<file path="config.mk">
export PLATFORM = sky130hd
export DESIGN_NAME = iam_top
export DESIGN_NICKNAME = d
export VERILOG_FILES = /design/src/rtl/iam_wink.v /design/src/rtl/iam_top.v
export VERILOG_INCLUDE_DIRS = /design/src /design/src/rtl
export SDC_FILE = /design/constraint.sdc
export NUM_CORES = 2
export LEC_CHECK = 0
export BUFFER_PORTS_ARGS = -buffer_cell sky130_fd_sc_hd__buf_2
export CAP_MARGIN = 10
export CORE_ASPECT_RATIO = 1.4
export CORE_MARGIN = 2
export CORE_UTILIZATION = 50
export DETAILED_ROUTE_END_ITERATION = 6
export GPL_ROUTABILITY_DRIVEN = 0
export PLACE_DENSITY = 0.74
export SLEW_MARGIN = 0
export SYNTH_ARGS = -nofsm -noshare
export SYNTH_HDL_FRONTEND = slang
export SYNTH_HIERARCHICAL = 1
export SYNTH_SLANG_ARGS = --single-unit
</file>
<file path="constraint.sdc">
create_clock -name clock_in -period 6.32 [get_ports clock_in]
set_input_delay 0.316 -clock clock_in [delete_from_list [all_inputs] [get_ports clock_in]]
set_output_delay 0.316 -clock clock_in [all_outputs]
set_load 0.02 [all_outputs]
</file>
<file path="src/rtl/iam_consts.vh">
/*
  constants for the indicator assignment mux: source indices, lamp count,
  register offsets, reset assignments and timing figures.
  assumes a 100 MHz system clock and a 32-bit ahb-lite register bus.
*/
`ifndef IAM_CONSTS_VH
`define IAM_CONSTS_VH
// ************************************************************
// source indices
// ************************************************************
`define IAM_SRC_OFF        6'h00
`define IAM_SRC_ON         6'h01
`define IAM_SRC_TASK0      6'h02
`define IAM_SRC_REDUCED    6'h0C
`define IAM_SRC_LATE_ENC   6'h0D
`define IAM_SRC_LATE_DEC   6'h0E
`define IAM_SRC_SPARE      6'h0F
`define IAM_SRC_PORT0      6'h10
`define IAM_SRC_PEAK_LAT   6'h20
`define IAM_SRC_ANY_PEAK   6'h21
`define IAM_SRC_ANY_ACT    6'h22
`define IAM_SRC_VOICE      6'h23
`define IAM_SRC_RUN        6'h24
`define IAM_SRC_ERR        6'h25
`define IAM_NUM_SRC        40
`define IAM_NUM_LAMP       6
`define IAM_NUM_TASK       10
`define IAM_NUM_PORTEV     16
// ************************************************************
// register offsets (byte addresses)
// ************************************************************
`define IAM_REG_ASSIGN0    8'h00
`define IAM_REG_ASSIGN1    8'h04
`define IAM_REG_CTRL       8'h08
`define IAM_REG_STATUS     8'h0C
`define IAM_REG_IRQ_STAT   8'h10
`define IAM_REG_IRQ_MASK   8'h14
`define IAM_REG_FRAME      8'h18
`define IAM_REG_LAMPS      8'h1C
`define IAM_CTRL_SAVE_BIT  0
`define IAM_CTRL_CLRL_BIT  1
// ************************************************************
// reset values and timing
// ************************************************************
`define IAM_RST_ASSIGN0    32'h00021842
`define IAM_RST_FRAME      16'h00A0
`define IAM_WINK_MS        100
`define IAM_CLK_MHZ        100
`define IAM_WINK_CYCLES    (`IAM_WINK_MS * 1000 * `IAM_CLK_MHZ)
`define IAM_RUN_BASE       32'd10000000
`define IAM_RUN_STEP       32'd39062
`endif

</file>
<file path="src/rtl/iam_wink.v">
/*
  one-shot stretcher: a pulse lights the output for a fixed count.
  assumes the trigger is synchronous to clock_in.
*/
`include "iam_consts.vh"
module iam_wink #(
  parameter WINK_CYCLES = `IAM_WINK_CYCLES  // stretch length in cycles
) (
  input  wire clock_in,   // system clock
  input  wire rst_n_in,   // sync reset, active low
  input  wire trig_in,    // event pulse
  output reg  lit_out     // stretched lamp level
);
  reg [23:0] count;       // cycles left lit

  // ************************************************************
  // retrigger restarts the full interval
  // ************************************************************
  always @(posedge clock_in)
  begin
    if (!rst_n_in)
    begin
      count   <= 24'h000000;
      lit_out <= 1'b0;
    end
    else if (trig_in)
    begin
      count   <= WINK_CYCLES[23:0] - 24'h000001;
      lit_out <= 1'b1;
    end
    else if (count != 24'h000000)
    begin
      count   <= count - 24'h000001;
      lit_out <= 1'b1;
    end
    else
    begin
      lit_out <= 1'b0;
    end
  end
endmodule // iam_wink

</file>
<file path="src/rtl/iam_top.v">
/*
  indicator assignment mux: forty virtual sources onto six lamps, with an
  ahb-lite slave for assignment, status, interrupt and save control.
  assumes one 100 MHz clock; detector strobes are synchronous one-cycle
  pulses; task levels are synchronous; mode and condition levels come from pins.
*/
// Added by the designer: the placing of the registers and the AHB-Lite interface to the registers.
`include "iam_consts.vh"
module iam_top #(
  parameter WINK_CYCLES = `IAM_WINK_CYCLES  // wink length, shorten in sim
) (
  input  wire        clock_in,        // system clock
  input  wire        rst_n_in,        // sync reset, active low
  input  wire        hsel_in,         // ahb select
  input  wire [7:0]  haddr_in,        // ahb address
  input  wire [1:0]  htrans_in,       // ahb transfer type
  input  wire        hwrite_in,       // ahb write
  input  wire [2:0]  hsize_in,        // ahb size
  input  wire [31:0] hwdata_in,       // ahb write data
  input  wire        hready_in,       // ahb bus ready
  output wire [31:0] hrdata_out,      // ahb read data
  output wire        hreadyout_out,   // ahb ready out
  output wire        hresp_out,       // ahb response
  input  wire [15:0] peak_ev_in,      // per-port peak pulses
  input  wire [15:0] act_ev_in,       // per-port activity pulses
  input  wire        tone_peak_in,    // tone port peak pulse
  input  wire        tone_act_in,     // tone port activity pulse
  input  wire [9:0]  task_busy_in,    // task execution levels
  input  wire        reduced_rate_timing_in, // reduced timing mode pin
  input  wire        enc_voice_in,    // voice at encoder
  input  wire        enc_run_in,      // encoder running
  input  wire        dec_voice_in,    // voice at decoder
  input  wire        dec_run_in,      // decoder running
  input  wire [6:0]  cpu_load_in,     // processor load, 0 to 127
  input  wire        err_cond_in,     // error condition pin
  input  wire        slip_ev_in,      // sample/packet slip pulse
  input  wire        enc_frame_ev_in, // encoder frame end pulse
  input  wire [15:0] enc_frame_len_in,// encoder frame length
  input  wire        dec_frame_ev_in, // decoder frame end pulse
  input  wire [15:0] dec_frame_len_in,// decoder frame length
  input  wire        nv_valid_in,     // stored table present
  input  wire [35:0] nv_table_in,     // stored table
  output reg         nv_save_out,     // save strobe to storage
  output reg  [35:0] nv_table_out,    // table to store
  output reg  [5:0]  lamp_out,        // physical lamps
  output wire        irq_out          // level interrupt
);
  // ************************************************************
  // pin synchronisers: 3 flops, change when 2nd and 3rd agree
  // ************************************************************
  // the agreement test keeps a one-cycle glitch in the chain off the lamps
  reg [2:0] sy_mode;      // reduced timing chain
  reg [2:0] sy_err;       // error condition chain
  reg       mode_q;       // filtered mode level
  reg       err_q;        // filtered error level
  always @(posedge clock_in)
  begin
    if (!rst_n_in)
    begin
      sy_mode <= 3'h0;
      sy_err  <= 3'h0;
      mode_q  <= 1'b0;
      err_q   <= 1'b0;
    end
    else
    begin
      sy_mode <= {sy_mode[1:0], reduced_rate_timing_in};
      sy_err  <= {sy_err[1:0], err_cond_in};
      if (sy_mode[1] == sy_mode[2])
        mode_q <= sy_mode[2];
      if (sy_err[1] == sy_err[2])
        err_q <= sy_err[2];
    end
  end

  // ************************************************************
  // registers
  // ************************************************************
  reg [5:0]  assign_tab [0:5];   // per-lamp source index
  reg [15:0] frame_len;          // configured_frame_length
  reg        peak_latched;       // any_port_peak_latched
  reg [3:0]  irq_stat;           // sticky: peak, late enc, late dec, slip
  reg [3:0]  irq_mask;           // interrupt enables
  reg        restored;           // storage load done
  reg        ap_valid;           // data phase pending
  reg        ap_write;           // pending is a write
  reg [7:0]  ap_addr;            // pending address
  reg [31:0] rdata;              // read data
  // one loop variable per process, so no two processes drive the same one
  integer    i;                  // loop index, source vector only
  integer    j;                  // loop index, lamp mux only
  integer    k;                  // loop index, bus slave only

  // any-port events: every mixer port, spares included, and the tone port
  wire any_peak = (|peak_ev_in) | tone_peak_in;
  wire any_act  = (|act_ev_in) | tone_act_in;
  wire late_enc = enc_frame_ev_in & (enc_frame_len_in > frame_len);
  wire late_dec = dec_frame_ev_in & (dec_frame_len_in > frame_len);
  wire ahb_go   = hsel_in & hready_in & htrans_in[1];
  wire wr_ctrl  = ap_valid & ap_write & (ap_addr == `IAM_REG_CTRL);
  wire [3:0] irq_ev = {slip_ev_in, late_dec, late_enc, any_peak};
  // write-one-to-clear mask, live only in the data phase of a status write
  wire [3:0] w1c = (ap_valid & ap_write & (ap_addr == `IAM_REG_IRQ_STAT))
                   ? hwdata_in[3:0] : 4'h0;

  // ************************************************************
  // wink stretchers for dynamic sources
  // ************************************************************
  // slot map: 2..0 idle, 10..3 per-port peaks, 18..11 per-port activity,
  // 30..19 spare, 31 late enc, 32 late dec, 33 any peak, 34 any act, 35 slip.
  // spare ports only reach the any-port winks; their slots never trigger,
  // which keeps slot 3+n lined up with source index 0x10+n
  wire [35:0] wk_trig = {slip_ev_in, any_act, any_peak, late_dec, late_enc,
                         12'h000,
                         act_ev_in[7:0], peak_ev_in[7:0], 3'h0};
  wire [35:0] wk_lit;             // stretched levels
  genvar g;
  generate
    for (g = 3; g < 36; g = g + 1)
    begin : g_wink
      iam_wink #(.WINK_CYCLES(WINK_CYCLES)) u_wink (
        .clock_in (clock_in),
        .rst_n_in (rst_n_in),
        .trig_in  (wk_trig[g]),
        .lit_out  (wk_lit[g])
      );
    end
  endgenerate
  assign wk_lit[2:0] = 3'h0;

  // ************************************************************
  // run blinker: half period grows with load
  // ************************************************************
  reg [31:0] run_cnt;            // half period counter
  reg        run_lit;            // blink level
  // load only stretches the half period; the run lamp never stops blinking
  wire [31:0] run_half = `IAM_RUN_BASE + `IAM_RUN_STEP * {25'h0, cpu_load_in};
  always @(posedge clock_in)
  begin
    if (!rst_n_in)
    begin
      run_cnt <= 32'h00000000;
      run_lit <= 1'b0;
    end
    else if (run_cnt >= run_half)
    begin
      run_cnt <= 32'h00000000;
      run_lit <= ~run_lit;
    end
    else
      run_cnt <= run_cnt + 32'h00000001;
  end

  // ************************************************************
  // source vector, forty entries
  // ************************************************************
  reg [39:0] src;                // virtual indicator sources
  // purely combinational; the lamp mux flops it, so glitches never reach a pin
  always @*
  begin
    src = 40'h0000000000;
    src[`IAM_SRC_OFF]  = 1'b0;
    src[`IAM_SRC_ON]   = 1'b1;
    for (i = 0; i < `IAM_NUM_TASK; i = i + 1)
      src[`IAM_SRC_TASK0 + i] = task_busy_in[i];
    src[`IAM_SRC_REDUCED]  = mode_q;
    src[`IAM_SRC_LATE_ENC] = wk_lit[31];
    src[`IAM_SRC_LATE_DEC] = wk_lit[32];
    src[`IAM_SRC_SPARE]    = 1'b0;
    for (i = 0; i < `IAM_NUM_PORTEV; i = i + 1)
      src[`IAM_SRC_PORT0 + i] = wk_lit[3 + i];
    src[`IAM_SRC_PEAK_LAT] = peak_latched;
    src[`IAM_SRC_ANY_PEAK] = wk_lit[33];
    src[`IAM_SRC_ANY_ACT]  = wk_lit[34];
    src[`IAM_SRC_VOICE] = (enc_voice_in & enc_run_in) |
                          (dec_voice_in & dec_run_in);
    src[`IAM_SRC_RUN] = run_lit;
    src[`IAM_SRC_ERR] = err_q | wk_lit[35];
  end

  // ************************************************************
  // lamp mux, registered
  // ************************************************************
  // pick one source bit; indices past the last defined source read dark,
  // so a corrupt stored table can never light a lamp by accident
  function iam_pick;
    input [5:0]  sel;            // assigned source index
    input [39:0] vec;            // all source levels
    begin
      if (sel < `IAM_NUM_SRC)
        iam_pick = vec[sel];
      else
        iam_pick = 1'b0;
    end
  endfunction

  // registered so a mux change never shows a half-switched lamp
  always @(posedge clock_in)
  begin
    if (!rst_n_in)
      lamp_out <= 6'h00;
    else
      for (j = 0; j < `IAM_NUM_LAMP; j = j + 1)
        lamp_out[j] <= iam_pick(assign_tab[j], src);
  end

  // ************************************************************
  // bus slave and table state; zero wait, always okay
  // ************************************************************
  always @(posedge clock_in)
  begin
    if (!rst_n_in)
    begin
      assign_tab[0] <= `IAM_SRC_ANY_PEAK;
      assign_tab[1] <= `IAM_SRC_ANY_ACT;
      for (k = 2; k < `IAM_NUM_LAMP; k = k + 1)
        assign_tab[k] <= `IAM_SRC_OFF;
      frame_len    <= `IAM_RST_FRAME;
      peak_latched <= 1'b0;
      irq_stat     <= 4'h0;
      irq_mask     <= 4'h0;
      restored     <= 1'b0;
      ap_valid     <= 1'b0;
      ap_write     <= 1'b0;
      ap_addr      <= 8'h00;
      nv_save_out  <= 1'b0;
      nv_table_out <= 36'h000000000;
    end
    else
    begin
      ap_valid    <= ahb_go;
      ap_write    <= hwrite_in;
      ap_addr     <= haddr_in;
      nv_save_out <= 1'b0;
      // set wins over clear for every sticky bit
      irq_stat <= (irq_stat & ~w1c) | irq_ev;
      // latched peak: set wins over software clear
      if (any_peak)
        peak_latched <= 1'b1;
      else if (wr_ctrl & hwdata_in[`IAM_CTRL_CLRL_BIT])
        peak_latched <= 1'b0;
      // first edge after reset: take the stored table once, if there is one
      if (!restored)
      begin
        restored <= 1'b1;
        if (nv_valid_in)
          for (k = 0; k < `IAM_NUM_LAMP; k = k + 1)
            assign_tab[k] <= nv_table_in[6*k +: 6];
      end
      if (ap_valid & ap_write)
      begin
        case (ap_addr)
          `IAM_REG_ASSIGN0:
            for (k = 0; k < 4; k = k + 1)
              assign_tab[k] <= hwdata_in[8*k +: 6];
          `IAM_REG_ASSIGN1:
          begin
            assign_tab[4] <= hwdata_in[5:0];
            assign_tab[5] <= hwdata_in[13:8];
          end
          `IAM_REG_CTRL:
            if (hwdata_in[`IAM_CTRL_SAVE_BIT])
            begin
              nv_save_out <= 1'b1;
              for (k = 0; k < `IAM_NUM_LAMP; k = k + 1)
                nv_table_out[6*k +: 6] <= assign_tab[k];
            end
          `IAM_REG_IRQ_MASK: irq_mask  <= hwdata_in[3:0];
          `IAM_REG_FRAME:    frame_len <= hwdata_in[15:0];
          default: ;
        endcase
      end
    end
  end

  // ************************************************************
  // read data, from flops in the data phase
  // ************************************************************
  // captured at the address phase so hrdata comes from a flop; the price is
  // that a read right behind a write to the same register sees the old value
  always @(posedge clock_in)
  begin
    if (!rst_n_in)
      rdata <= 32'h00000000;
    else if (ahb_go & ~hwrite_in)
      case (haddr_in)
        `IAM_REG_ASSIGN0: rdata <= {2'h0, assign_tab[3], 2'h0, assign_tab[2],
                                    2'h0, assign_tab[1], 2'h0, assign_tab[0]};
        `IAM_REG_ASSIGN1: rdata <= {18'h0, assign_tab[5], 2'h0, assign_tab[4]};
        `IAM_REG_STATUS:  rdata <= {28'h0, err_q, mode_q, restored, peak_latched};
        `IAM_REG_IRQ_STAT: rdata <= {28'h0, irq_stat};
        `IAM_REG_IRQ_MASK: rdata <= {28'h0, irq_mask};
        `IAM_REG_FRAME:   rdata <= {16'h0, frame_len};
        `IAM_REG_LAMPS:   rdata <= {26'h0, lamp_out};
        default:          rdata <= 32'h00000000;
      endcase
  end

  // ************************************************************
  // bus handshake and interrupt level
  // ************************************************************
  // no wait states and no error response: every register is one flop away
  assign hrdata_out    = rdata;
  assign hreadyout_out = 1'b1;
  assign hresp_out     = 1'b0;
  assign irq_out       = |(irq_stat & irq_mask);
endmodule // iam_top

</file>
* After elaboration in Yosys (flattened, before gate mapping)
Memories as Yosys holds them, arrays and structs flattened. Cells that the tools add are included.
Cells by class: add/subtract/negate cells 23, $mul 1, divide/modulo/power cells 0, $lt $le $gt $ge 15, equality and inequality tests 13, shift-type cells 0, muxes and demuxes 127, bitwise logic cells 34, reductions and logical operators 80
Operator list (count):
- $mux W24 | 42
- $reduce_bool A24 Y1 | 21
- $sub A24 B1 Y24 const B | 21
- $pmux W30 S7 | 1
- $mux W6 | 12
- $mux W1 | 65
- $eq A8 B5 Y1 const B | 7
- $reduce_bool A2 Y1 | 22
- $reduce_or A2 Y1 | 22
- $lt A6 B7 Y1 const B | 6
- $bmux W1 S6 | 6
- $lt A6 B6 Y1 const B | 6
- $add A32 B1 Y32 const B | 1
- $ge A32 B25 Y1 | 1
- $gt A16 B16 Y1 | 2
- $reduce_or A16 Y1 | 2
- $add A24 B23 Y25 const A | 1
- $mul A15 B7 Y22 const A | 1
- $eq A8 B3 Y1 const B | 2
- $eq A8 B4 Y1 const B | 2
- $logic_not A8 Y1 | 2
- $or A1 B1 Y1 | 16
- $reduce_and A2 Y1 | 8
- $and A1 B1 Y1 | 11
- other kinds (8) | 13
Word-level totals: register bits after elaboration 677, bits in latches 0, RAM bits 36, memory bits (read-only) 0, input port bits 179, output and inout port bits 78, word-level logic and storage cells 380, memories kept 1
Memories:
- assign_tab | words 6, bits a word 6, read ports 6, clocked after memory_dff 0, write ports 6, line iam_top.v:79 | reg [5:0] assign_tab [0:5];

* Logic depth before layout (Yosys ltp)
word-level depth 6, mapped depth 27, depth with buffers taken out 26

* Cells and area by module
Netlist, hierarchy kept.
By module, submodules not included:
- iam_wink (g_wink[10].u_wink ...) | times used 20, cells each 165, area each 1392.6 µm², seq. area each 500.5 µm²
- iam_top | times used 1, cells each 1435, area each 12756.0 µm², seq. area each 4043.9 µm²
- iam_wink (g_wink[35].u_wink) | times used 1, cells each 138, area each 1251.2 µm², seq. area each 500.5 µm²

* Worst setup path before layout
No wires, ideal clock.
path kind input-to-reg, from input cpu_load_in[5], to register run_cnt[16], setup time 132 ps, arrival time 5561 ps, required time 6188 ps, setup slack 627 ps, stages 21, buffers on the path 1, cells stage by stage inv_1 -> ha_1 -> inv_1 -> fa_1 -> ha_1 -> fa_1 -> ha_1 -> a211oi_2 -> o22ai_1 -> a211o_1 -> o221a_4 -> nor4_4 -> a311oi_2 -> a21o_1 -> or3_1 -> ha_1 -> nand2_1 -> a2111oi_0 -> a21boi_1 -> clkbuf_1 -> nor3_1
Between the ends: word-level cells in the longest chain between the ends 4
RTL lines:
- start: declaration | line iam_top.v:34 | input wire [6:0] cpu_load_in,
- $mul A15 B7 Y22 (no source line)
- $add A24 B23 Y25 (no source line)
- $ge A32 B25 Y1 | line iam_top.v:145 | else if (run_cnt >= run_half)
- $reduce_or A2 Y1 (no source line)
- end signal: assignment | line iam_top.v:151 | run_cnt <= run_cnt + 32'h00000001;
- end: declaration | line iam_top.v:134 | reg [31:0] run_cnt;
No other way between the ends. A chain may end at the register's enable or synchronous reset.

* Worst setup path after layout
from input cpu_load_in[6], to register run_cnt[6]
Same word-level chain as after synthesis.

==> out/qor.txt <==
initial antenna violation count = 17
VDD IR-drop max = 0.202 mV
WL/cell = 19.2 um
Root Driver = clkbuf_16
global routing met2 resource utilization = 0.434
fin. max-slew vios = 0
GRT Util Overall = 0.257
vias in the first global route = 36565
first-pass GRT wire length = 187 mm
DRC viols = 0
Core Region = 0.0829 mm^2
top cells by area, synth = dfxtp_1 32%, or4_1 4.8%, ha_1 4.8%
HPWL Detailed = 81.2 mm
CP arrival = 6060 ps
CTS tree = done
crit-path max FO = 26
xor/xnor cell area share of the yosys netlist = 0.0127
FMAX = 181 MHz
Post-Syn Area = 0.0419 mm^2
Leak = 16.9 nW
setup_tns = 0 ps
CP Class = in2reg
Seq cells post-synth = 709
MaxCap Viol Count = 0
met1 Usage GRT = 0.316
Synth area leader = dfxtp_1
Total Nets Final = 5243
compound-cell area share of the yosys netlist = 0.215
Final period util = 0.877
Die Y = 346 um
ANT nets after route = 0
layout cells sized above 1 = 0.120
unrepaired setup endpoints after global routing = no
commonest cells in the netlist = 673 x dfxtp_1, 364 x nor2_1, 326 x nand2_1
clk slew on worst S/H paths = 60 ps
Post CTS Setup Buffer Count = 0
internal power = 8.54 mW
FFs w/ async S/R, synth = 0
Min Hold Slack = 30.9 ps
top-count cell post-synth = dfxtp_1
Synth Area in Simple Gates = 0.272
gr busiest metal = met2
YS warnings = 6
drt total wl = 116 mm
Clock power frac = 0.397
CTS HTree Levels = 3
final setup skew = 24.6 ps
Max clock buf depth = 3
Pre-antenna DRT Iters = 5
row count = 125
CTS Hold Bufs = 31
mux contribution to synthesized area = 0.0442
Hold Violations, Final = 0
outcome = completed
Final Setup Violations = 0
PD cells = 263 mW/mm^2
Worst setup SP type = input pin
die area = 0.0861 mm^2
Final min period = 5540 ps
CP Capture Type = register
vias per cell = 6.50
largest family of logic cells by synthesized area = simple AND/OR/NAND/NOR gates
Post-Syn Instances = 4873
port buffer count = 242
switch share = 0.292
CTS-repair resized insts = 0
initial core utilization = 0.505
Die W = 249 um
Rel. slew slack = 0.231
IO Pins = 257
worst-margin pin slew = 1150 ps
ys flop type = dfxtp_1
Yosys top cell area share = 0.322
Worst EP required = 6840 ps
Area Growth Syn to Fin = 9.67%
Seq/Total Area, Yosys = 0.348
Logic pwr share = 0.186
post-synthesis area per instance = 8.59 um^2
sequential power share = 0.417
Net Sw Power = 3.52 mW
largest net degree at the start of global routing = 115
initial DRC count = 3111
Post-synth EDFFs = 36
Yosys cell types = 89
Synth Area in Adders = 0.0526
CTS sink count = 709
Clk Latency, worst-skew pair = 640 ps
GR Overflow Total = 0
Min-Delay Path Class = in2reg
GR Util met3 = 0.0449
total number of vias = 39254
CTS Buf Count = 73
==> kinds of logic after synthesis <==
| logic type | count (synthesis) |
|---|---|
| AOI/OAI and AO/OA | 1304 |
| xor gates and xnor gates | 60 |
| DFF | 709 |
| other | 2 |
| muxes | 128 |
| and+or+nand+nor | 1980 |
| adders and majority gates | 170 |
| buffers and inverters | 520 |
==> metrics by stage <==
stage / area [um^2] / total power, mW / setup slack, ps / instances / utilization
after floorplan: 41900 / 6.79 / 627 / 4883 / -
after global placement: 42900 / 7.24 / 281 / 5867 / 0.518
after detailed placement: 42900 / 7.31 / 162 / 5867 / 0.518
after CTS: 45900 / 12.1 / 764 / 6031 / 0.554
after global routing: 45900 / 12.6 / 496 / 6034 / 0.554
final: 45900 / 12.1 / 780 / 6040 / 0.554
==> power by group through the flow <==
stage | Combinational, mW | Sequential [mW] | Clock, mW
finish | 2.24 | 5.03 | 4.79
global route | 2.49 | 5.06 | 5.05
CTS | 2.23 | 5.02 | 4.88
detailed placement | 2.20 | 5.11 | 0
global placement | 2.14 | 5.11 | 0
floorplan | 1.79 | 5.01 | 0
==> metal layers <==
metal | up-vias | routed length [um]
met3 | 244 | 7810
met1 | 18887 | 47800
met2 | 1183 | 54900
met5 | - | 136
met4 | 22 | 5340
li1 | 18918 | -
==> final timing paths <==
kind / start / endpoint / slack (ps) / cells past startpoint
worst max-delay path: cpu_load_in[6] / run_cnt[6] / 780 / 23
worst min-delay path: hwdata_in[26] / assign_tab[0][20] / 30 / 3
worst max register to register: frame_len[1] / g_wink[31].u_wink/count[11] / 3140 / 14
worst min register to register: hrdata_out[7] / hrdata_out[7] / 450 / 2
==> registers in the layout (all words and copies together), names as in the netlist, 3 cells and up <==
signal                 flops
assign_tab                36
irq_stat                   4
g_wink.u_wink/lit_out     21
sy_mode                    3
ap_addr                    8
run_cnt                   32
nv_table_out              36
lamp_out                   6
frame_len                 16
hrdata_out                28
sy_err                     3
g_wink.u_wink/count      504
irq_mask                   4
==> critical path: stages <==
cell,delay [ps]
buf_2,160
ha_1,280
inv_1,130
fa_1,470
ha_1,340
fa_1,470
ha_1,360
a211oi_2,260
o22ai_1,190
xnor2_1,330
a21boi_2,280
nor3b_1,400
o31ai_2,180
a31oi_1,250
xnor2_1,120
ha_1,200
a21o_1,170
a21o_1,170
a21oi_1,150
o21ai_0,130
a21o_1,210
buf_4,220
nor4_1,280
==> layout make-up <==
cell class              count  area [um^2]
fillers                  7510        37000
multi-input cells        3654        25000
flip-flops and latches    709        14600
clock buffers             100         2140
repair buffers            291         1690
well taps                1079         1350
inverters                 165          622
clock inverters            33          510
diodes                      9         22.5
==> cells in the final DEF, fill, tap and decap left out, types with 36 or more instances in the layout <==
cell / Yosys / routed
o21ai_0: 181 / 181
nand2b_1: 47 / 47
edfxtp_1: 36 / 36
inv_1: 164 / 164
mux4_2: 45 / 45
nor3_1: 142 / 142
o31a_1: 124 / 124
nor4_1: 296 / 295
a211oi_1: 67 / 67
clkbuf_16: 0 / 77
or4_4: 41 / 41
nand3_1: 80 / 80
or3_1: 91 / 91
nand2_1: 326 / 326
dfxtp_1: 673 / 673
o21a_1: 52 / 52
nor4b_1: 44 / 44
ha_1: 160 / 160
nand4b_1: 40 / 40
or2_2: 67 / 67
o31ai_1: 207 / 207
nor2_1: 364 / 363
mux2i_1: 78 / 78
buf_2: 50 / 241
a21oi_1: 317 / 316
or4_1: 269 / 269
a311oi_1: 108 / 108
Power figures use the tool's default switching activity.
